**src/verilog/ptid_pkg.sv**
```systemverilog
// Purpose : Constants and types of the PCI target image decoder
// Assumes : APB register bus with 32-bit data and 8-bit byte addresses
// Notes   : All writable register reset values are zero, so both images start disabled

package ptid_pkg;

  // ----------------------------------------------------------------
  // Bus and image geometry
  // ----------------------------------------------------------------
  localparam int unsigned PADDR_W    = 8;
  localparam int unsigned NUM_IMAGES = 2;

  // ----------------------------------------------------------------
  // Register byte offsets
  // ----------------------------------------------------------------
  localparam logic [7:0] IMG0_ADDR_OFF = 8'h00;
  localparam logic [7:0] IMG0_CTL_OFF  = 8'h04;
  localparam logic [7:0] IMG_STRIDE    = 8'h08;
  localparam logic [7:0] MISC_OFF      = 8'h10;
  localparam logic [7:0] MISC_B_OFF    = 8'h14;
  localparam logic [7:0] STATUS_OFF    = 8'h18;

  // ----------------------------------------------------------------
  // Image address register fields
  // ----------------------------------------------------------------
  localparam int unsigned ADR_BASE_LSB  = 16;
  localparam int unsigned ADR_TRANS_LSB = 0;

  // ----------------------------------------------------------------
  // Image control register fields
  // ----------------------------------------------------------------
  localparam int unsigned CTL_EN_BIT    = 31;
  localparam int unsigned CTL_IO_BIT    = 30;
  localparam int unsigned CTL_SIZE_LSB  = 24;
  localparam int unsigned CTL_TC_LSB    = 20;
  localparam int unsigned CTL_PW_LSB    = 16;
  localparam int unsigned CTL_POST_BIT  = 3;
  localparam int unsigned CTL_PREF_BIT  = 2;
  localparam int unsigned CTL_BWR_BIT   = 1;
  localparam int unsigned CTL_INV_BIT   = 0;

  // ----------------------------------------------------------------
  // Miscellaneous register fields
  // ----------------------------------------------------------------
  localparam int unsigned MISC_PCNT_LSB  = 0;
  localparam int unsigned MISC_ORDER_BIT = 8;
  localparam int unsigned MISB_PCNT_LSB  = 0;
  localparam int unsigned MISB_PERIMG_BIT = 8;
  localparam int unsigned MISB_BURST4_BIT = 9;
  localparam int unsigned MISB_SINGLE_BIT = 10;
  localparam int unsigned MISB_HOLDBB_BIT = 11;

  // ----------------------------------------------------------------
  // Status register fields and values
  // ----------------------------------------------------------------
  localparam int unsigned STAT_DEVSEL_LSB = 0;
  localparam int unsigned STAT_IMG_BIT    = 4;
  localparam int unsigned STAT_CFG_BIT    = 5;
  localparam int unsigned STAT_BUSY_BIT   = 6;
  localparam int unsigned STAT_CNT_LSB    = 16;
  localparam logic [1:0]  DEVSEL_MEDIUM   = 2'h1;

  // ----------------------------------------------------------------
  // Port width codes
  // ----------------------------------------------------------------
  localparam logic [1:0] PW_32 = 2'h0;
  localparam logic [1:0] PW_16 = 2'h1;
  localparam logic [1:0] PW_8  = 2'h2;

  // ----------------------------------------------------------------
  // PCI commands (C/BE lines during the address phase)
  // ----------------------------------------------------------------
  localparam logic [3:0] CMD_IO_RD   = 4'h2;
  localparam logic [3:0] CMD_IO_WR   = 4'h3;
  localparam logic [3:0] CMD_MEM_RD  = 4'h6;
  localparam logic [3:0] CMD_MEM_WR  = 4'h7;
  localparam logic [3:0] CMD_CFG_RD  = 4'ha;
  localparam logic [3:0] CMD_CFG_WR  = 4'hb;
  localparam logic [3:0] CMD_MEM_RDM = 4'hc;
  localparam logic [3:0] CMD_MEM_RDL = 4'he;
  localparam logic [3:0] CMD_MEM_WRI = 4'hf;
  localparam logic [1:0] CFG_TYPE0   = 2'h0;

  typedef enum logic [1:0] {
    KIND_NONE,
    KIND_MEM,
    KIND_IO,
    KIND_CFG
  } ptid_kind_e;

  typedef enum logic [2:0] {
    ST_IDLE,
    ST_DECODE,
    ST_CLAIMED,
    ST_TURN,
    ST_IGNORE
  } ptid_state_e;

endpackage

```
**src/verilog/ptid_decoder.sv**
```systemverilog
// Purpose : PCI target address and command decoder with two target images
// Assumes : PCI pins are synchronous to clk_i; data phases handled elsewhere
// Notes   : PCI pins share clk_i, so no resync stage that would cost devsel timing
// Overview of operation
// Claim only enabled-image address and command hits
// Software keeps images apart from registers
// Two equal images steer local bus cycle
// Disabled image never matches; both off, none
// Space bit selects memory or I/O commands
// Four-bit size gives sixteen sizes, 2 GB max
// Software aligns base to size, upper bits
// Compare only size-implied upper address bits
// DEVSEL by second clock; medium timing reported
// Respond to I/O, memory, type 0 config
// Read multiple/line as read, invalidate as write
// Translation field replaces upper address bits
// Image transaction code drives local code lines
// Image port width sizes local cycles
// Posted write enable: posted else delayed
// Image prefetch enable for reads
// Image burst write enable
// Invert endian flips global byte order
// Global prefetch count; image 1 alternative
// Global burst of four versus two-three
// Option for single-beat prefetch in burst mode
// Option holds bus busy across cycles
// Ignore type 1 config; never forward config
// Size sets address split; largest swaps bit 31
// Size code 0 is 64 KB, doubling
// Port width 32, 16 or 8 bits

`timescale 1ns/100ps

module ptid_decoder (
  // Clock and reset
  input  wire logic        clk_i,
  input  wire logic        arst_n_i,
  // APB register bus
  input  wire logic        psel_i,
  input  wire logic        penable_i,
  input  wire logic        pwrite_i,
  input  wire logic [7:0]  paddr_i,
  input  wire logic [31:0] pwdata_i,
  input  wire logic [3:0]  pstrb_i,
  output logic      [31:0] prdata_o,
  output logic             pready_o,
  output logic             pslverr_o,
  // PCI address phase
  input  wire logic        frame_n_i,
  input  wire logic        irdy_n_i,
  input  wire logic        idsel_i,
  input  wire logic [31:0] ad_i,
  input  wire logic [3:0]  cbe_n_i,
  output logic             devsel_n_o,
  output logic             devsel_oe_n_o,
  // Configuration claim
  output logic             cfg_claim_o,
  output logic             cfg_write_o,
  output logic [7:0]       cfg_reg_o,
  // Local processor bus cycle request
  output logic             lb_valid_o,
  output logic             lb_image_o,
  output logic [31:0]      lb_addr_o,
  output logic             lb_write_o,
  output logic             lb_io_o,
  output logic [3:0]       lb_tc_o,
  output logic [1:0]       lb_port_width_o,
  output logic             lb_posted_o,
  output logic             lb_prefetch_o,
  output logic [5:0]       lb_prefetch_count_o,
  output logic             lb_burst_write_o,
  output logic             lb_byte_order_o,
  output logic             lb_burst4_o,
  output logic             lb_single_beat_prefetch_o,
  output logic             lb_hold_bus_busy_o
);

  // ----------------------------------------------------------------
  // State
  // ----------------------------------------------------------------
  typedef struct packed {
    ptid_pkg::ptid_state_e st;
    logic                  frame_prev;
    logic [1:0][15:0]      base, trans;
    logic [1:0]            en, io_space;
    logic [1:0][3:0]       size, tc;
    logic [1:0][1:0]       pw;
    logic [1:0]            posted, pref, bwr, inv;
    logic [5:0]            gpcnt;
    logic                  border;
    logic [5:0]            i1pcnt;
    logic                  perimg, burst4, single, holdbb;
    logic [31:0]           addr_q;
    logic [3:0]            cmd_q;
    logic                  idsel_q;
    logic [31:0]           prdata;
    logic                  devsel, drive, cfg_claim, cfg_write;
    logic [7:0]            cfg_reg;
    logic                  lb_valid, lb_image;
    logic [31:0]           lb_addr;
    logic                  lb_write, lb_io;
    logic [3:0]            lb_tc;
    logic [1:0]            lb_pw;
    logic                  lb_posted, lb_pref;
    logic [5:0]            lb_pcnt;
    logic                  lb_bwr, lb_order, lb_burst4, lb_single, lb_holdbb;
    logic [15:0]           claim_cnt;
    logic                  last_img, last_cfg;
  } ptid_state_s;

  ptid_state_s s_r;
  ptid_state_s s_nxt;

  // ----------------------------------------------------------------
  // Functions
  // ----------------------------------------------------------------
  // Upper address bits that take part in the compare for a size code
  function automatic logic [15:0] size_mask(input logic [3:0] code);
    size_mask = 16'hffff << code;
  endfunction

  function automatic logic [31:0] merge(input logic [31:0] old, input logic [31:0] wd,
                                        input logic [3:0] strb);
    logic [31:0] r;
    r = old;
    for (int b = 0; b < 4; b++) begin
      if (strb[b]) begin
        r[b*8 +: 8] = wd[b*8 +: 8];
      end
    end
    merge = r;
  endfunction

  function automatic ptid_pkg::ptid_kind_e cmd_kind(input logic [3:0] cmd);
    ptid_pkg::ptid_kind_e k;
    k = ptid_pkg::KIND_NONE;
    unique case (cmd)
      ptid_pkg::CMD_IO_RD, ptid_pkg::CMD_IO_WR: begin
        k = ptid_pkg::KIND_IO;
      end
      ptid_pkg::CMD_MEM_RD, ptid_pkg::CMD_MEM_WR,
      ptid_pkg::CMD_MEM_RDM, ptid_pkg::CMD_MEM_RDL, ptid_pkg::CMD_MEM_WRI: begin
        k = ptid_pkg::KIND_MEM;
      end
      ptid_pkg::CMD_CFG_RD, ptid_pkg::CMD_CFG_WR: begin
        k = ptid_pkg::KIND_CFG;
      end
      default: begin
        k = ptid_pkg::KIND_NONE;
      end
    endcase
    cmd_kind = k;
  endfunction

  // ----------------------------------------------------------------
  // Register read views
  // ----------------------------------------------------------------
  logic [1:0][31:0] adr_rd, ctl_rd;
  logic [31:0]      misc_rd, misb_rd, stat_rd;

  for (genvar g = 0; g < ptid_pkg::NUM_IMAGES; g++) begin : g_view
    always_comb begin
      adr_rd[g] = '0;
      adr_rd[g][ptid_pkg::ADR_BASE_LSB +: 16]  = s_r.base[g];
      adr_rd[g][ptid_pkg::ADR_TRANS_LSB +: 16] = s_r.trans[g];
      ctl_rd[g] = '0;
      ctl_rd[g][ptid_pkg::CTL_EN_BIT]        = s_r.en[g];
      ctl_rd[g][ptid_pkg::CTL_IO_BIT]        = s_r.io_space[g];
      ctl_rd[g][ptid_pkg::CTL_SIZE_LSB +: 4] = s_r.size[g];
      ctl_rd[g][ptid_pkg::CTL_TC_LSB +: 4]   = s_r.tc[g];
      ctl_rd[g][ptid_pkg::CTL_PW_LSB +: 2]   = s_r.pw[g];
      ctl_rd[g][ptid_pkg::CTL_POST_BIT]      = s_r.posted[g];
      ctl_rd[g][ptid_pkg::CTL_PREF_BIT]      = s_r.pref[g];
      ctl_rd[g][ptid_pkg::CTL_BWR_BIT]       = s_r.bwr[g];
      ctl_rd[g][ptid_pkg::CTL_INV_BIT]       = s_r.inv[g];
    end
  end

  always_comb begin
    misc_rd = '0;
    misc_rd[ptid_pkg::MISC_PCNT_LSB +: 6] = s_r.gpcnt;
    misc_rd[ptid_pkg::MISC_ORDER_BIT]     = s_r.border;
    misb_rd = '0;
    misb_rd[ptid_pkg::MISB_PCNT_LSB +: 6] = s_r.i1pcnt;
    misb_rd[ptid_pkg::MISB_PERIMG_BIT]    = s_r.perimg;
    misb_rd[ptid_pkg::MISB_BURST4_BIT]    = s_r.burst4;
    misb_rd[ptid_pkg::MISB_SINGLE_BIT]    = s_r.single;
    misb_rd[ptid_pkg::MISB_HOLDBB_BIT]    = s_r.holdbb;
    stat_rd = '0;
    stat_rd[ptid_pkg::STAT_DEVSEL_LSB +: 2] = ptid_pkg::DEVSEL_MEDIUM;
    stat_rd[ptid_pkg::STAT_IMG_BIT]         = s_r.last_img;
    stat_rd[ptid_pkg::STAT_CFG_BIT]         = s_r.last_cfg;
    stat_rd[ptid_pkg::STAT_BUSY_BIT]        = (s_r.st != ptid_pkg::ST_IDLE);
    stat_rd[ptid_pkg::STAT_CNT_LSB +: 16]   = s_r.claim_cnt;
  end

  // ----------------------------------------------------------------
  // Next state
  // ----------------------------------------------------------------
  logic                 apb_wr, apb_setup, mapped, space_ok, cfg_hit, sel;
  logic [31:0]          rd_word, wr_word;
  logic [1:0]           hit;
  logic [15:0]          mask;
  ptid_pkg::ptid_kind_e kind;

  always_comb begin
    s_nxt     = s_r;
    apb_wr    = psel_i && penable_i && pwrite_i;
    apb_setup = psel_i && !penable_i;
    mapped    = 1'b0;
    rd_word   = '0;
    wr_word   = '0;
    hit       = '0;
    space_ok  = 1'b0;
    cfg_hit   = 1'b0;
    sel       = 1'b0;
    mask      = '0;
    kind      = cmd_kind(s_r.cmd_q);

    s_nxt.lb_valid   = 1'b0;
    s_nxt.cfg_claim  = 1'b0;
    s_nxt.frame_prev = frame_n_i;

    // Register decode
    for (int i = 0; i < ptid_pkg::NUM_IMAGES; i++) begin
      if (paddr_i == 8'(ptid_pkg::IMG0_ADDR_OFF + i * ptid_pkg::IMG_STRIDE)) begin
        mapped  = 1'b1;
        rd_word = adr_rd[i];
        if (apb_wr) begin
          wr_word        = merge(adr_rd[i], pwdata_i, pstrb_i);
          s_nxt.base[i]  = wr_word[ptid_pkg::ADR_BASE_LSB +: 16];
          s_nxt.trans[i] = wr_word[ptid_pkg::ADR_TRANS_LSB +: 16];
        end
      end
      if (paddr_i == 8'(ptid_pkg::IMG0_CTL_OFF + i * ptid_pkg::IMG_STRIDE)) begin
        mapped  = 1'b1;
        rd_word = ctl_rd[i];
        if (apb_wr) begin
          wr_word           = merge(ctl_rd[i], pwdata_i, pstrb_i);
          s_nxt.en[i]       = wr_word[ptid_pkg::CTL_EN_BIT];
          s_nxt.io_space[i] = wr_word[ptid_pkg::CTL_IO_BIT];
          s_nxt.size[i]     = wr_word[ptid_pkg::CTL_SIZE_LSB +: 4];
          s_nxt.tc[i]       = wr_word[ptid_pkg::CTL_TC_LSB +: 4];
          s_nxt.pw[i]       = wr_word[ptid_pkg::CTL_PW_LSB +: 2];
          s_nxt.posted[i]   = wr_word[ptid_pkg::CTL_POST_BIT];
          s_nxt.pref[i]     = wr_word[ptid_pkg::CTL_PREF_BIT];
          s_nxt.bwr[i]      = wr_word[ptid_pkg::CTL_BWR_BIT];
          s_nxt.inv[i]      = wr_word[ptid_pkg::CTL_INV_BIT];
        end
      end
    end
    if (paddr_i == ptid_pkg::MISC_OFF) begin
      mapped  = 1'b1;
      rd_word = misc_rd;
      if (apb_wr) begin
        wr_word      = merge(misc_rd, pwdata_i, pstrb_i);
        s_nxt.gpcnt  = wr_word[ptid_pkg::MISC_PCNT_LSB +: 6];
        s_nxt.border = wr_word[ptid_pkg::MISC_ORDER_BIT];
      end
    end
    if (paddr_i == ptid_pkg::MISC_B_OFF) begin
      mapped  = 1'b1;
      rd_word = misb_rd;
      if (apb_wr) begin
        wr_word      = merge(misb_rd, pwdata_i, pstrb_i);
        s_nxt.i1pcnt = wr_word[ptid_pkg::MISB_PCNT_LSB +: 6];
        s_nxt.perimg = wr_word[ptid_pkg::MISB_PERIMG_BIT];
        s_nxt.burst4 = wr_word[ptid_pkg::MISB_BURST4_BIT];
        s_nxt.single = wr_word[ptid_pkg::MISB_SINGLE_BIT];
        s_nxt.holdbb = wr_word[ptid_pkg::MISB_HOLDBB_BIT];
      end
    end
    if (paddr_i == ptid_pkg::STATUS_OFF) begin
      mapped  = 1'b1;
      rd_word = stat_rd;
    end
    if (apb_setup) begin
      s_nxt.prdata = mapped ? rd_word : '0;
    end

    // Image hit decision on the captured address phase
    for (int i = 0; i < ptid_pkg::NUM_IMAGES; i++) begin
      mask     = size_mask(s_r.size[i]);
      space_ok = s_r.io_space[i] ? (kind == ptid_pkg::KIND_IO) : (kind == ptid_pkg::KIND_MEM);
      hit[i]   = s_r.en[i] && space_ok &&
                 (((s_r.addr_q[31:16] ^ s_r.base[i]) & mask) == 16'h0000);
    end
    // Only type 0 with IDSEL is claimed; type 1 falls through
    cfg_hit = (kind == ptid_pkg::KIND_CFG) && s_r.idsel_q &&
              (s_r.addr_q[1:0] == ptid_pkg::CFG_TYPE0);
    // Images never overlap when programmed legally; image 0 wins otherwise
    sel  = !hit[0];
    mask = size_mask(s_r.size[sel]);

    // Address phase tracking
    unique case (s_r.st)
      ptid_pkg::ST_IDLE: begin
        if (!frame_n_i && s_r.frame_prev) begin
          s_nxt.addr_q  = ad_i;
          s_nxt.cmd_q   = cbe_n_i;
          s_nxt.idsel_q = idsel_i;
          s_nxt.st      = ptid_pkg::ST_DECODE;
        end
      end
      ptid_pkg::ST_DECODE: begin
        if (hit != 2'b00) begin
          s_nxt.devsel    = 1'b1;
          s_nxt.drive     = 1'b1;
          s_nxt.st        = ptid_pkg::ST_CLAIMED;
          s_nxt.lb_valid  = 1'b1;
          s_nxt.lb_image  = sel;
          s_nxt.lb_addr   = {(s_r.trans[sel] & mask) | (s_r.addr_q[31:16] & ~mask),
                             s_r.addr_q[15:0]};
          s_nxt.lb_write  = s_r.cmd_q[0];
          s_nxt.lb_io     = (kind == ptid_pkg::KIND_IO);
          s_nxt.lb_tc     = s_r.tc[sel];
          s_nxt.lb_pw     = (s_r.pw[sel] == ptid_pkg::PW_16) ? ptid_pkg::PW_16 :
                            (s_r.pw[sel] == ptid_pkg::PW_8)  ? ptid_pkg::PW_8 : ptid_pkg::PW_32;
          s_nxt.lb_posted = s_r.cmd_q[0] && s_r.posted[sel];
          s_nxt.lb_pref   = !s_r.cmd_q[0] && s_r.pref[sel];
          s_nxt.lb_pcnt   = (sel && s_r.perimg) ? s_r.i1pcnt : s_r.gpcnt;
          s_nxt.lb_bwr    = s_r.cmd_q[0] && s_r.bwr[sel];
          s_nxt.lb_order  = s_r.border ^ s_r.inv[sel];
          s_nxt.lb_burst4 = s_r.burst4;
          s_nxt.lb_single = s_r.single;
          s_nxt.lb_holdbb = s_r.holdbb;
          s_nxt.claim_cnt = s_r.claim_cnt + 16'h0001;
          s_nxt.last_img  = sel;
          s_nxt.last_cfg  = 1'b0;
        end else if (cfg_hit) begin
          // Claimed locally, never passed to the processor bus
          s_nxt.devsel    = 1'b1;
          s_nxt.drive     = 1'b1;
          s_nxt.st        = ptid_pkg::ST_CLAIMED;
          s_nxt.cfg_claim = 1'b1;
          s_nxt.cfg_write = s_r.cmd_q[0];
          s_nxt.cfg_reg   = s_r.addr_q[7:0];
          s_nxt.claim_cnt = s_r.claim_cnt + 16'h0001;
          s_nxt.last_cfg  = 1'b1;
        end else begin
          s_nxt.st = ptid_pkg::ST_IGNORE;
        end
      end
      ptid_pkg::ST_CLAIMED: begin
        if (frame_n_i && irdy_n_i) begin
          s_nxt.devsel = 1'b0;
          s_nxt.st     = ptid_pkg::ST_TURN;
        end
      end
      ptid_pkg::ST_TURN: begin
        // Drive DEVSEL# high for one cycle before release
        s_nxt.drive = 1'b0;
        s_nxt.st    = ptid_pkg::ST_IDLE;
      end
      ptid_pkg::ST_IGNORE: begin
        if (frame_n_i && irdy_n_i) begin
          s_nxt.st = ptid_pkg::ST_IDLE;
        end
      end
      default: begin
        s_nxt.st = ptid_pkg::ST_IDLE;
      end
    endcase
  end

  // ----------------------------------------------------------------
  // State register
  // ----------------------------------------------------------------
  always_ff @(posedge clk_i or negedge arst_n_i) begin
    if (!arst_n_i) begin
      s_r            <= '0;
      s_r.st         <= ptid_pkg::ST_IDLE;
      s_r.frame_prev <= 1'b1;
    end else begin
      s_r <= s_nxt;
    end
  end

  // ----------------------------------------------------------------
  // Outputs
  // ----------------------------------------------------------------
  assign prdata_o                  = s_r.prdata;
  assign pready_o                  = 1'b1;
  assign pslverr_o                 = psel_i && penable_i && !mapped;
  assign {devsel_n_o, devsel_oe_n_o}           = {!s_r.devsel, !s_r.drive};
  assign {cfg_claim_o, cfg_write_o, cfg_reg_o} = {s_r.cfg_claim, s_r.cfg_write, s_r.cfg_reg};
  assign {lb_valid_o, lb_image_o, lb_addr_o, lb_write_o, lb_io_o, lb_tc_o} =
         {s_r.lb_valid, s_r.lb_image, s_r.lb_addr, s_r.lb_write, s_r.lb_io, s_r.lb_tc};
  assign {lb_port_width_o, lb_posted_o, lb_prefetch_o, lb_prefetch_count_o, lb_burst_write_o} =
         {s_r.lb_pw, s_r.lb_posted, s_r.lb_pref, s_r.lb_pcnt, s_r.lb_bwr};
  assign {lb_byte_order_o, lb_burst4_o, lb_single_beat_prefetch_o, lb_hold_bus_busy_o} =
         {s_r.lb_order, s_r.lb_burst4, s_r.lb_single, s_r.lb_holdbb};

endmodule

```
**config.mk**
```make
export PLATFORM = sky130hd
export DESIGN_NAME = ptid_decoder
export DESIGN_NICKNAME = d
export VERILOG_FILES = /design/src/verilog/ptid_pkg.sv /design/src/verilog/ptid_decoder.sv
export SDC_FILE = /design/constraint.sdc
export NUM_CORES = 1
export LEC_CHECK = 0
export ABC_AREA = 1
export ABC_CLOCK_PERIOD_IN_PS = 2100
export CAP_MARGIN = 20
export CORE_AREA = 4 4 188 190
export DETAILED_ROUTE_END_ITERATION = 6
export DIE_AREA = 0 0 192 194
export DONT_BUFFER_PORTS = 1
export PLACE_DENSITY_LB_ADDON = 0.15
export SYNTH_ARGS = -nofsm -noshare
export SYNTH_HDL_FRONTEND = slang
export SYNTH_SLANG_ARGS = --single-unit
```
**constraint.sdc**
```tcl
create_clock -name clk_i -period 2.1 [get_ports clk_i]
set_input_delay 0.42 -clock clk_i [delete_from_list [all_inputs] [get_ports clk_i]]
set_output_delay 0.42 -clock clk_i [all_outputs]
set_load 0.02 [all_outputs]
```
Word-level counts from Yosys, hierarchy flattened
Memory sizes are Yosys's and may differ from the RTL's.
Cells that the tools add are included.
{"block": "classes", "n_mul": 0, "addsub": 1, "div": 0, "shift": 3, "reduce_logical": 58, "n_lt_le_gt_ge": 1, "n_eq_ne": 19, "n_mux": 55, "n_bitwise": 10}
{"op": "32-bit 2-to-1 mux", "n": 8}
{"op": "83-bit 2-to-1 mux", "n": 1}
{"op": "16-bit bitwise AND", "n": 4}
{"op": "16-bit 2-to-1 mux", "n": 4}
{"op": "3-bit AND reduction", "n": 21}
{"op": "55-bit 2-to-1 mux", "n": 1}
{"op": "16-bit by 4-bit << shifter with 16-bit output (first input constant)", "n": 3}
{"op": "16-bit logical NOT", "n": 2}
{"op": "16-bit bitwise XOR", "n": 2}
{"op": "8-bit by 5-bit == test with 1-bit output (second input constant)", "n": 3}
{"op": "1-bit 2-to-1 mux", "n": 21}
{"op": "16-bit by 1-bit adder with 16-bit output (second input constant)", "n": 1}
{"op": "8-bit by 4-bit == test with 1-bit output (second input constant)", "n": 2}
{"op": "1-bit logical AND", "n": 16}
{"op": "4-bit 2-to-1 mux", "n": 4}
{"op": "16-bit inverter", "n": 1}
{"op": "16-bit OR", "n": 1}
{"op": "3-bit 2-to-1 mux", "n": 5}
{"op": "12-bit 2-to-1 mux", "n": 1}
{"op": "3-bit case mux with 4 select lines", "n": 1}
{"op": "10-bit 2-to-1 mux", "n": 1}
{"op": "2-bit 2-to-1 mux", "n": 5}
{"op": "8-bit by 3-bit == test with 1-bit output (second input constant)", "n": 1}
{"op": "8-bit logical NOT", "n": 1}
{"op": "18 further kinds", "n": 37}
{"block": "word_totals", "ram_bits": 0, "wordCells": 209, "output_inout_bits": 101, "latch_bits": 0, "reg_bits": 270, "romBits": 32, "mem_count": 1, "input_bits": 88}
{"name": "(no name shown)", "words": 16, "width": 2, "read_ports": 1, "rd_ports_with_merged_regs": 0, "wr": 0, "line": "ptid_decoder.sv:137", "text": "unique case (cmd)"}

Logic depth before layout (Yosys ltp)
Gate-level depths: netlist of the first run.
An unclocked memory read counts as a cell.
{"block": "depth", "word_depth": 14, "ltp_mapped": 19}

Least setup slack after synthesis of the first run
No wires, ideal clock.
{"block": "synth_timing", "kind": "register to register", "from": "reg s_r, in the netlist ctl_rd[26]", "to": "reg s_r, in the netlist lb_addr_o[19]", "synth_period_minus_slack_ns": 1.888, "stages_incl_launch_ff": 18, "arrival_time_ns": 1.764, "path_buffers": 4, "setup_time_ns": 0.124, "t_required_ns": 1.976, "slack_ns": 0.212, "cell_sequence": "dfrtp_1 -> buf_4 -> nand2_2 -> inv_1 -> nand2_1 -> nand2_1 -> nand2_1 -> nor2_1 -> nand2_2 -> nor2_8 -> nand2_4 -> buf_6 -> nand2_2 -> nand2_2 -> buf_6 -> buf_2 -> nand2_1 -> nand2_1"}
{"block": "synth_via", "elab_chain_len": 10}
{"item": "from (decl)", "line": "ptid_decoder.sv:111", "text": "ptid_state_s s_r;"}
{"item": "from (signal assigned)", "line": "ptid_decoder.sv:375", "text": "s_r <= s_nxt;"}
{"item": "16-bit by 4-bit << shifter with 16-bit output", "line": "ptid_decoder.sv:119", "text": "size_mask = 16'hffff << code;"}
{"item": "16-bit bitwise AND", "line": "ptid_decoder.sv:286", "text": "(((s_r.addr_q[31:16] ^ s_r.base[i]) & mask) == 16'h0000);"}
{"item": "16-bit logical NOT", "line": "ptid_decoder.sv:286"}
{"item": "1-bit logical AND", "line": "ptid_decoder.sv:285", "text": "hit[i] = s_r.en[i] && space_ok &&"}
{"item": "4-bit 2-to-1 mux (implied by the code) (2 in a row)", "line": "ptid_decoder.sv:293", "text": "mask = size_mask(s_r.size[sel]);"}
{"item": "16-bit by 4-bit << shifter with 16-bit output", "line": "ptid_decoder.sv:119"}
{"item": "16-bit inverter", "line": "ptid_decoder.sv:312", "text": "s_nxt.lb_addr = {(s_r.trans[sel] & mask) | (s_r.addr_q[31:16] & ~mask),"}
{"item": "16-bit bitwise AND", "line": "ptid_decoder.sv:312"}
{"item": "16-bit OR", "line": "ptid_decoder.sv:312"}
Several ways; a longest one is shown, not always the timed one. The select of a mux whose other input is x is not followed.
A chain may end at the register's enable or synchronous reset.

Worst setup path in the final report of the first run
Ends and elaborated chain as after synthesis.

==> summary.txt, run 1 <==
======================================================================================
Run status .............................................................. complete, but fails checks
Violations in the final reports ......................................... negative hold slack, negative setup slack
Final-report max-slew violation count ...................................            0
Antenna viol nets, final ................................................            0
Fraction of registers with async set/reset ..............................         100%
I/O pin count ...........................................................          189
Worst slew slack as a fraction of its limit .............................        36.3%
Hold Violations, Final ..................................................          270
Yosys synthesis warning count ...........................................            0
Number of standard-cell rows in the floorplan ...........................           67
Fillcell total ..........................................................         3275
Launch point of the critical path .......................................   ctl_rd[26]
Arrival time worst endpoint .............................................      2.68 ns
Int Pwr .................................................................      9540 uW
Final WS setup ..........................................................    -0.135 ns
Antenna violations before repair ........................................            2
Count of input and output buffers .......................................            0
Core Footprint ..........................................................  33400 sq um
Source of the worst register-to-register timing path ....................   ctl_rd[26]
Layout cells sized above 1 ..............................................        17.9%
Final TNS setup .........................................................     -3.06 ns
Synthesized instance count ..............................................         1647
First-pass GRT wire length .............................................. 66300 microns
Clock insertion delay at the later pin of the skew report ...............      0.57 ns
Combinational group share of total power ................................        15.3%
Worst-case vdd ir drop ..................................................       647 uV
Total clock buffers created by CTS ......................................           30
Total gr overflow .......................................................            0
Post-synthesis average cell area ........................................   8.11 sq um
Width of the die ........................................................  192 microns
Final period utilization ................................................         106%
Number of sinks driven by the clock tree ................................          270
Via count of the first global-routing pass ..............................        10847
End of the worst register-to-register path .............................. lb_addr_o[19]
Setup slack at placement ................................................    -0.284 ns
Nets@finish .............................................................         1808
Power per unit of standard cell area ....................................  834 nW/um^2
Post-route DRC ..........................................................            0
Mapped Nets .............................................................         1736
Critical path fanouts, max ..............................................            8
Total setup violations reported at the end of the flow ..................           41
Highest attainable clock frequency ......................................      447 MHz
Area enclosed by the die boundary .......................................  37200 sq um
Count of flip-flops with a built-in enable after synthesis ..............            0
Initial Utilization .....................................................        39.9%
Period minus WS final ...................................................      2.24 ns
Area added between synthesis and finish .................................        19.0%
Register bit total from synthesis .......................................          270
Flip-flop cell with the highest count after synthesis ................... sky130_fd_sc_hd__dfrtp_1
Register clock-pin slew on the reported worst setup and hold paths ......      0.06 ns
Number of vias per cell after detailed routing ..........................         5.07
Clock tree from TritonCTS ...............................................        built
Main area contributors after synthesis .................................. sky130_fd_sc_hd__dfrtp_1 50%, sky130_fd_sc_hd__nand2_1 14%, sky130_fd_sc_hd__o21ai_0 7.8%
Cells on worst reg2reg path .............................................           15
Unrepaired setup endpoints after global routing .........................         true
Syn Std Cell Area .......................................................  13400 sq um
DRC marker count from the first detailed-route iteration ................          854
Area after DPL ..........................................................  14300 sq um
Cell chosen for the clock root .......................................... sky130_fd_sc_hd__clkbuf_16
Commonest cells after routing, fill and taps aside ...................... 466 x sky130_fd_sc_hd__nand2_1, 265 x sky130_fd_sc_hd__dfrtp_1, 196 x sky130_fd_sc_hd__o21ai_0
Area of all placed cells without fillers ................................  15900 sq um
Total number of H-tree levels ...........................................            1
Cts hold-fix bufs .......................................................           14
Tightest Pin Transition .................................................     0.956 ns
Sw power ................................................................      3720 uW
Number of buffers on the longest clock path .............................            3
DR WL/cell .............................................................. 19.9 microns
Count of max-cap constraint violations ..................................            0
Reg-to-reg slack, setup .................................................     -0.14 ns
Worst min path class ....................................................     in2async
Final wirelength ........................................................ 43600 microns
Part of the power in the clock network ..................................        38.9%
Critical path capture point type ........................................         flop
Maximum number of pins on one net before global-route repair ............          271
Fin Hold WS .............................................................    -0.444 ns
Required time of the critical path ......................................      2.54 ns
Largest area contributor in the netlist ................................. sky130_fd_sc_hd__dfrtp_1
Switching part of the total .............................................        28.1%
Part of the Yosys area used for sequential elements .....................        50.6%
Number of antenna repair diodes .........................................            0
Leading cell type in the layout, fill and taps excluded ................. sky130_fd_sc_hd__nand2_1
Area share of the leading cell type in the synthesized netlist ..........        50.4%
Leak pwr ................................................................   0.00771 uW
Flop pwr share ..........................................................        45.8%
Overall die height ......................................................  194 microns
First-pass iteration count of the detailed router .......................            5
Global-route total usage across every layer .............................        22.8%
Routability-driven placement congestion ratio ...........................        0.919
Clock tree skew after final layout ......................................    0.0128 ns
Crit Path Category ......................................................      reg2reg
Setup crit start kind ...................................................         flop
Final HPWL from detailed placement ...................................... 32000 microns
Number of distinct standard cells referenced by the synthesized netlist .           46
Routed vias .............................................................        11106
======================================================================================
[worst max-delay path: stages, from the launching register on]
cell,delay (ns)
sky130_fd_sc_hd__dfrtp_2,0.51
sky130_fd_sc_hd__buf_4,0.17
sky130_fd_sc_hd__nand2_2,0.06
sky130_fd_sc_hd__nand2_1,0.07
sky130_fd_sc_hd__nand2_1,0.06
sky130_fd_sc_hd__nor2_2,0.11
sky130_fd_sc_hd__nand2_1,0.10
sky130_fd_sc_hd__nand2_2,0.13
sky130_fd_sc_hd__nand2_8,0.09
sky130_fd_sc_hd__buf_6,0.14
sky130_fd_sc_hd__o21ai_4,0.11
sky130_fd_sc_hd__buf_6,0.14
sky130_fd_sc_hd__buf_12,0.11
sky130_fd_sc_hd__nor2_4,0.04
sky130_fd_sc_hd__o211ai_1,0.19
sky130_fd_sc_hd__nand2_1,0.07
[metal layers]
layer / wire (microns) / global-route usage (%) / vias to the layer above
met1: 20200 / 34.0 / 5336
met4: 684 / 3.86 / 0
met5: 0 / 0 / -
met3: 3340 / 4.59 / 45
met2: 19300 / 35.0 / 334
li1: - / - / 5391
[synth_stat cells, drive strengths merged (10+ instances only)]
cell,count
a21oi,63
a221oi,10
buf,116
clkbuf,33
dfrtp,269
inv,155
mux2,13
nand2,492
nand3,70
nor2,101
nor3,12
o21ai,237
xor2,20
[kinds of logic after synthesis]
group	after synthesis	synth area share, %
simple gates	690	20.9
compound gates	344	14.0
buf+inv	304	11.7
flops	270	50.6
xor+xnor	23	1.51
mux	14	1.17
fa+ha+maj	1	0.0936
other cells	1	0.0281
[area by class of cell]
| class | instances | area (sq um) | area share (%) |
|---|---|---|---|
| multi-input combinational | 1073 | 5270 | 33.1 |
| timing repair buffer | 189 | 1750 | 11.0 |
| sequential | 270 | 6760 | 42.6 |
| tap | 448 | 561 | 3.53 |
| inverter | 155 | 594 | 3.74 |
| clock inverter | 11 | 82.6 | 0.520 |
| clock buffer | 44 | 875 | 5.50 |
[power groups by stage]
stage,sequential (uW),combinational (uW),clock (uW)
finish,6070,2030,5150
global route,6130,2250,5500
CTS,6060,2000,5270
detailed placement,6150,1950,0
global placement,6130,1940,0
floorplan,6010,1170,0
[worst max-delay path by stage]
stage | endpoint | slack (ns) | cells past startpoint
floorplan | lb_addr_o[19] | 0.21 | 17
global placement | lb_addr_o[24] | -0.25 | 15
detailed placement | lb_addr_o[24] | -0.28 | 15
CTS | lb_addr_o[19] | -0.12 | 15
global route | lb_addr_o[23] | -0.24 | 16
finish | lb_addr_o[19] | -0.14 | 15
[per-stage QoR]
stage / std cells / power, uW / util [%]
6_report: 2190 / 13300 / 47.5
3_5_place_dp: 2105 / 8100 / 42.7
4_1_cts: 2180 / 13300 / 46.8
3_3_place_gp: 2105 / 8080 / 42.7
2_1_floorplan: 1647 / 7180 / -
5_1_grt: 2190 / 13900 / 47.5
[sequential cells by signal, indices dropped and copies added, names as in the netlist, 2 cells and up]
| signal | count |
|---|---|
| lb_prefetch_count_o | 6 |
| misc_rd | 7 |
| misb_rd | 10 |
| lb_port_width_o | 2 |
| adr_rd | 64 |
| lb_tc_o | 4 |
| cfg_reg_o | 8 |
| ctl_rd | 32 |
| lb_addr_o | 32 |
| prdata_o | 32 |
| s_r | 61 |
[repair_timing]
action                                  in CTS  in global routing
buffers inserted                             5                  7
endpoints found under the hold margin      284                270
cloned                                       1                  3
endpoints found under the setup margin      72                 74
gates resized for setup                     56                 39
pin swaps                                   15                 13
Power figures use the tool's default switching activity.
==> run 2: changes to the inputs <==
--- a/config.mk
+++ b/config.mk
@@ -6,7 +6,7 @@
 export NUM_CORES = 1
 export LEC_CHECK = 0
 export ABC_AREA = 1
-export ABC_CLOCK_PERIOD_IN_PS = 2100
+export ABC_CLOCK_PERIOD_IN_PS = 2230
 export CAP_MARGIN = 20
 export CORE_AREA = 4 4 188 190
 export DETAILED_ROUTE_END_ITERATION = 6
==> constraint.sdc (replaced) <==
create_clock -name clk_i -period 2.23 [get_ports clk_i]
set_input_delay 0.446 -clock clk_i [delete_from_list [all_inputs] [get_ports clk_i]]
set_output_delay 0.446 -clock clk_i [all_outputs]
set_load 0.02 [all_outputs]
==> run 2 against run 1 <==
  * The flow finishes with violations (negative hold slack)
  * Worst setup slack gained 0.21 ns
  * Count of clock-buffer cells in the layout fell by 1
  * Worst hold slack gained 0.024 ns
  * Sequential power decreased by 5.9%
  * Die area did not move
  * Clock skew fell by 0.0046 ns
  * Utilization is 2.2 points lower
  * Design area is 4.7% lower
  * Largest cell class unchanged
==> summary.txt, run 2 (synthesis gave the netlist of run 1 again) <==
=================================================================================
Post-route DRC .....................................................            0   unchanged
Worst-case vdd ir drop .............................................       590 uV   -8.9%
Period minus WS final ..............................................      2.15 ns   -0.0828 ns
Number of standard-cell rows in the floorplan ......................           67   unchanged
Worst slew slack as a fraction of its limit ........................        48.2%   +12 points
Uppermost layer routed .............................................         met5
Width of the die ...................................................  192 microns   unchanged
Critical path capture point type ...................................         flop
First-pass iteration count of the detailed router ..................            5   unchanged
Via count of the first global-routing pass .........................        10478   -3.4%
Nets@finish ........................................................         1735   -4.0%
Arrival time worst endpoint ........................................      2.65 ns   -0.03 ns
Fin Hold WS ........................................................    -0.419 ns   +0.0243 ns
Worst min path class ...............................................     in2async
Routed vias ........................................................        10812   -2.6%
Clock tree from TritonCTS ..........................................        built
Leading cell type in the layout, fill and taps excluded ............ sky130_fd_sc_hd__nand2_1
Number of vias per cell after detailed routing .....................         5.11   +0.81%
Tightest Pin Transition ............................................     0.777 ns   -0.178 ns
Multi-input combinational cell area ................................   5170 sq um   -1.9%
Clock insertion delay at the later pin of the skew report ..........      0.56 ns   about the same
Total gr overflow ..................................................            0   unchanged
Max stage delay cell, worst path ................................... sky130_fd_sc_hd__dfrtp_2
Count of max-cap constraint violations .............................            0   unchanged
Required time of the critical path .................................      2.73 ns   +0.19 ns
Critical path fanouts, max .........................................            8   unchanged
Antenna violations before repair ...................................            1   -1
Violations in the final reports .................................... negative hold slack
Cts hold-fix bufs ..................................................            1   -13
Library cell appearing most often on the critical path ............. sky130_fd_sc_hd__nand2_1
Total clock buffers created by CTS .................................           30   unchanged
Total number of H-tree levels ......................................            1   unchanged
Layout cells sized above 1 .........................................        13.9%   -4.0 points
Routability-driven placement congestion ratio ......................        0.935   +1.6%
Overall die height .................................................  194 microns   unchanged
Total setup violations reported at the end of the flow .............            0   -100%
Cell chosen for the clock root ..................................... sky130_fd_sc_hd__clkbuf_16
Final HPWL from detailed placement ................................. 31400 microns   -1.7%
I/O pin count ......................................................          189   unchanged
Commonest cells after routing, fill and taps aside ................. 471 x sky130_fd_sc_hd__nand2_1, 265 x sky130_fd_sc_hd__dfrtp_1, 204 x sky130_fd_sc_hd__o21ai_0
Leak pwr ...........................................................   0.00732 uW   -5.0%
Number of buffer and inverter stages on the critical path ..........            4   unchanged
Hold Violations, Final .............................................          269   -0.37%
Cell-by-cell listing of the critical path .......................... nand2_2 > nand2_1 > inv_1 > nand2_1 > nand2_1 > nor2_1 > nand2_1 > nand2_2 > nand2_8 > buf_6 > o21ai_2 > buf_6 > buf_12 > nand2_1 > o21ai_1 > nand3_1 > nand2_1
End of the worst register-to-register path ......................... lb_addr_o[25]
Clock tree skew after final layout .................................   0.00817 ns   -0.00460 ns
M1 wire length ..................................................... 19500 microns   -3.5%
Highest attainable clock frequency .................................      465 MHz   +3.8%
Register clock-pin slew on the reported worst setup and hold paths .      0.06 ns   about the same
Maximum number of pins on one net before global-route repair .......          271   unchanged
Area enclosed by the die boundary ..................................  37200 sq um   unchanged
Max reg flops ......................................................           64   unchanged
Number of antenna repair diodes ....................................            0   unchanged
Final-report max-slew violation count ..............................            0   unchanged
Initial Utilization ................................................        39.9%   unchanged
Antenna viol nets, final ...........................................            0   unchanged
First-pass GRT wire length ......................................... 64500 microns   -2.7%
Worst stage delay on the critical path .............................      0.49 ns   -0.02 ns
Routed length on met2 .............................................. 18600 microns   -3.8%
Power per unit of standard cell area ...............................  823 nW/um^2   -1.3%
Crit Path Category .................................................      reg2reg
Count of input and output buffers ..................................            0   unchanged
Cells on worst reg2reg path ........................................           17   +2
Number of buffers on the longest clock path ........................            3   unchanged
DR WL met3 ......................................................... 3230 microns   -3.2%
Total area of sequential cells .....................................   6760 sq um   unchanged
Final wirelength ................................................... 42400 microns   -2.7%
Largest delay contributor family on the critical path .............. simple AND/OR/NAND/NOR gates
Source of the worst register-to-register timing path ...............   ctl_rd[25]
Final period utilization ...........................................        96.5%   -9.9 points
Global-route total usage across every layer ........................        22.2%   -0.55 points
DRC marker count from the first detailed-route iteration ...........          764   -11%
Unrepaired setup endpoints after global routing ....................         true
Number of sinks driven by the clock tree ...........................          270   unchanged
Core Footprint .....................................................  33400 sq um   unchanged
Setup crit start kind ..............................................         flop
Reg-to-reg slack, setup ............................................      0.08 ns   +0.21 ns
Run status ......................................................... complete, but fails checks
Fillcell total .....................................................         3356   +2.5%
Area added between synthesis and finish ............................        13.3%
Share of the core filled with cells in the final layout ............        45.3%   -2.2 points
DR WL/cell ......................................................... 20.1 microns   +0.79%
=================================================================================
## run 2: cell types whose count changed in the layout (fill, tap and decap cells not counted), moves of 3 or more
cell                            before  now
sky130_fd_sc_hd__nand2_2            19   15
sky130_fd_sc_hd__buf_12             13   10
sky130_fd_sc_hd__buf_4             146   96
sky130_fd_sc_hd__dlygate4sd3_1      14    1
sky130_fd_sc_hd__o21ai_2             8    1
sky130_fd_sc_hd__buf_6              11    7
sky130_fd_sc_hd__nor2_1             91   94
sky130_fd_sc_hd__nand2_1           466  471
sky130_fd_sc_hd__clkbuf_1            8    5
sky130_fd_sc_hd__o21ai_0           196  204
## run 2: cell type report
cell class	instances	share of cell area, %
sequential	270	44.7
timing repair buffer	116	7.02
multi-input combinational	1073	34.1
inverter	155	3.91
clock inverter	10	0.686
tap	448	3.70
clock buffer	43	5.88
## run 2: report_power, final
group | leakage, uW | internal (uW) | switching, uW
sequential | 0.00365 | 5340 | 371
clock | 0.000498 | 2980 | 2040
combinational | 0.00318 | 695 | 1040
## run 2: per-layer routing
metal | GRT usage (%) | vias to the layer above
met5 | 0 | -
met4 | 5.44 | 2
met3 | 5.22 | 61
met2 | 33.2 | 293
met1 | 32.8 | 5213
li1 | - | 5243
## run 2: metrics by stage
step	power, uW	setup slack [ns]	area [sq um]	cells	TNS, ns
finish	12500	0.0776	15100	2115	0
global route	13000	-0.0610	15100	2115	-0.300
CTS	12500	0.00396	14900	2110	0
detailed placement	7480	-0.0802	13900	2055	-0.459
global placement	7470	-0.0328	13900	2055	-0.0502
floorplan	6760	0.342	13400	1647	0
## run 2: worst max-delay path by stage
stage	startpoint	end	slack, ns	cells after the start
floorplan	ctl_rd[26]	lb_addr_o[19]	0.34	17
global placement	paddr_i[7]	prdata_o[16]	-0.03	10
detailed placement	paddr_i[7]	prdata_o[16]	-0.08	10
CTS	ctl_rd[25]	lb_addr_o[16]	0.004	17
global route	ctl_rd[25]	lb_addr_o[25]	-0.06	17
finish	ctl_rd[25]	lb_addr_o[25]	0.08	17
## run 2: what timing repair did
item	4_1_cts	5_1_grt
resized for setup	4	45
endpoints found under the hold margin	271	270
setup endpoints to repair	20	68
pin swaps	0	9
buffers inserted	1	4
cloned	0	1
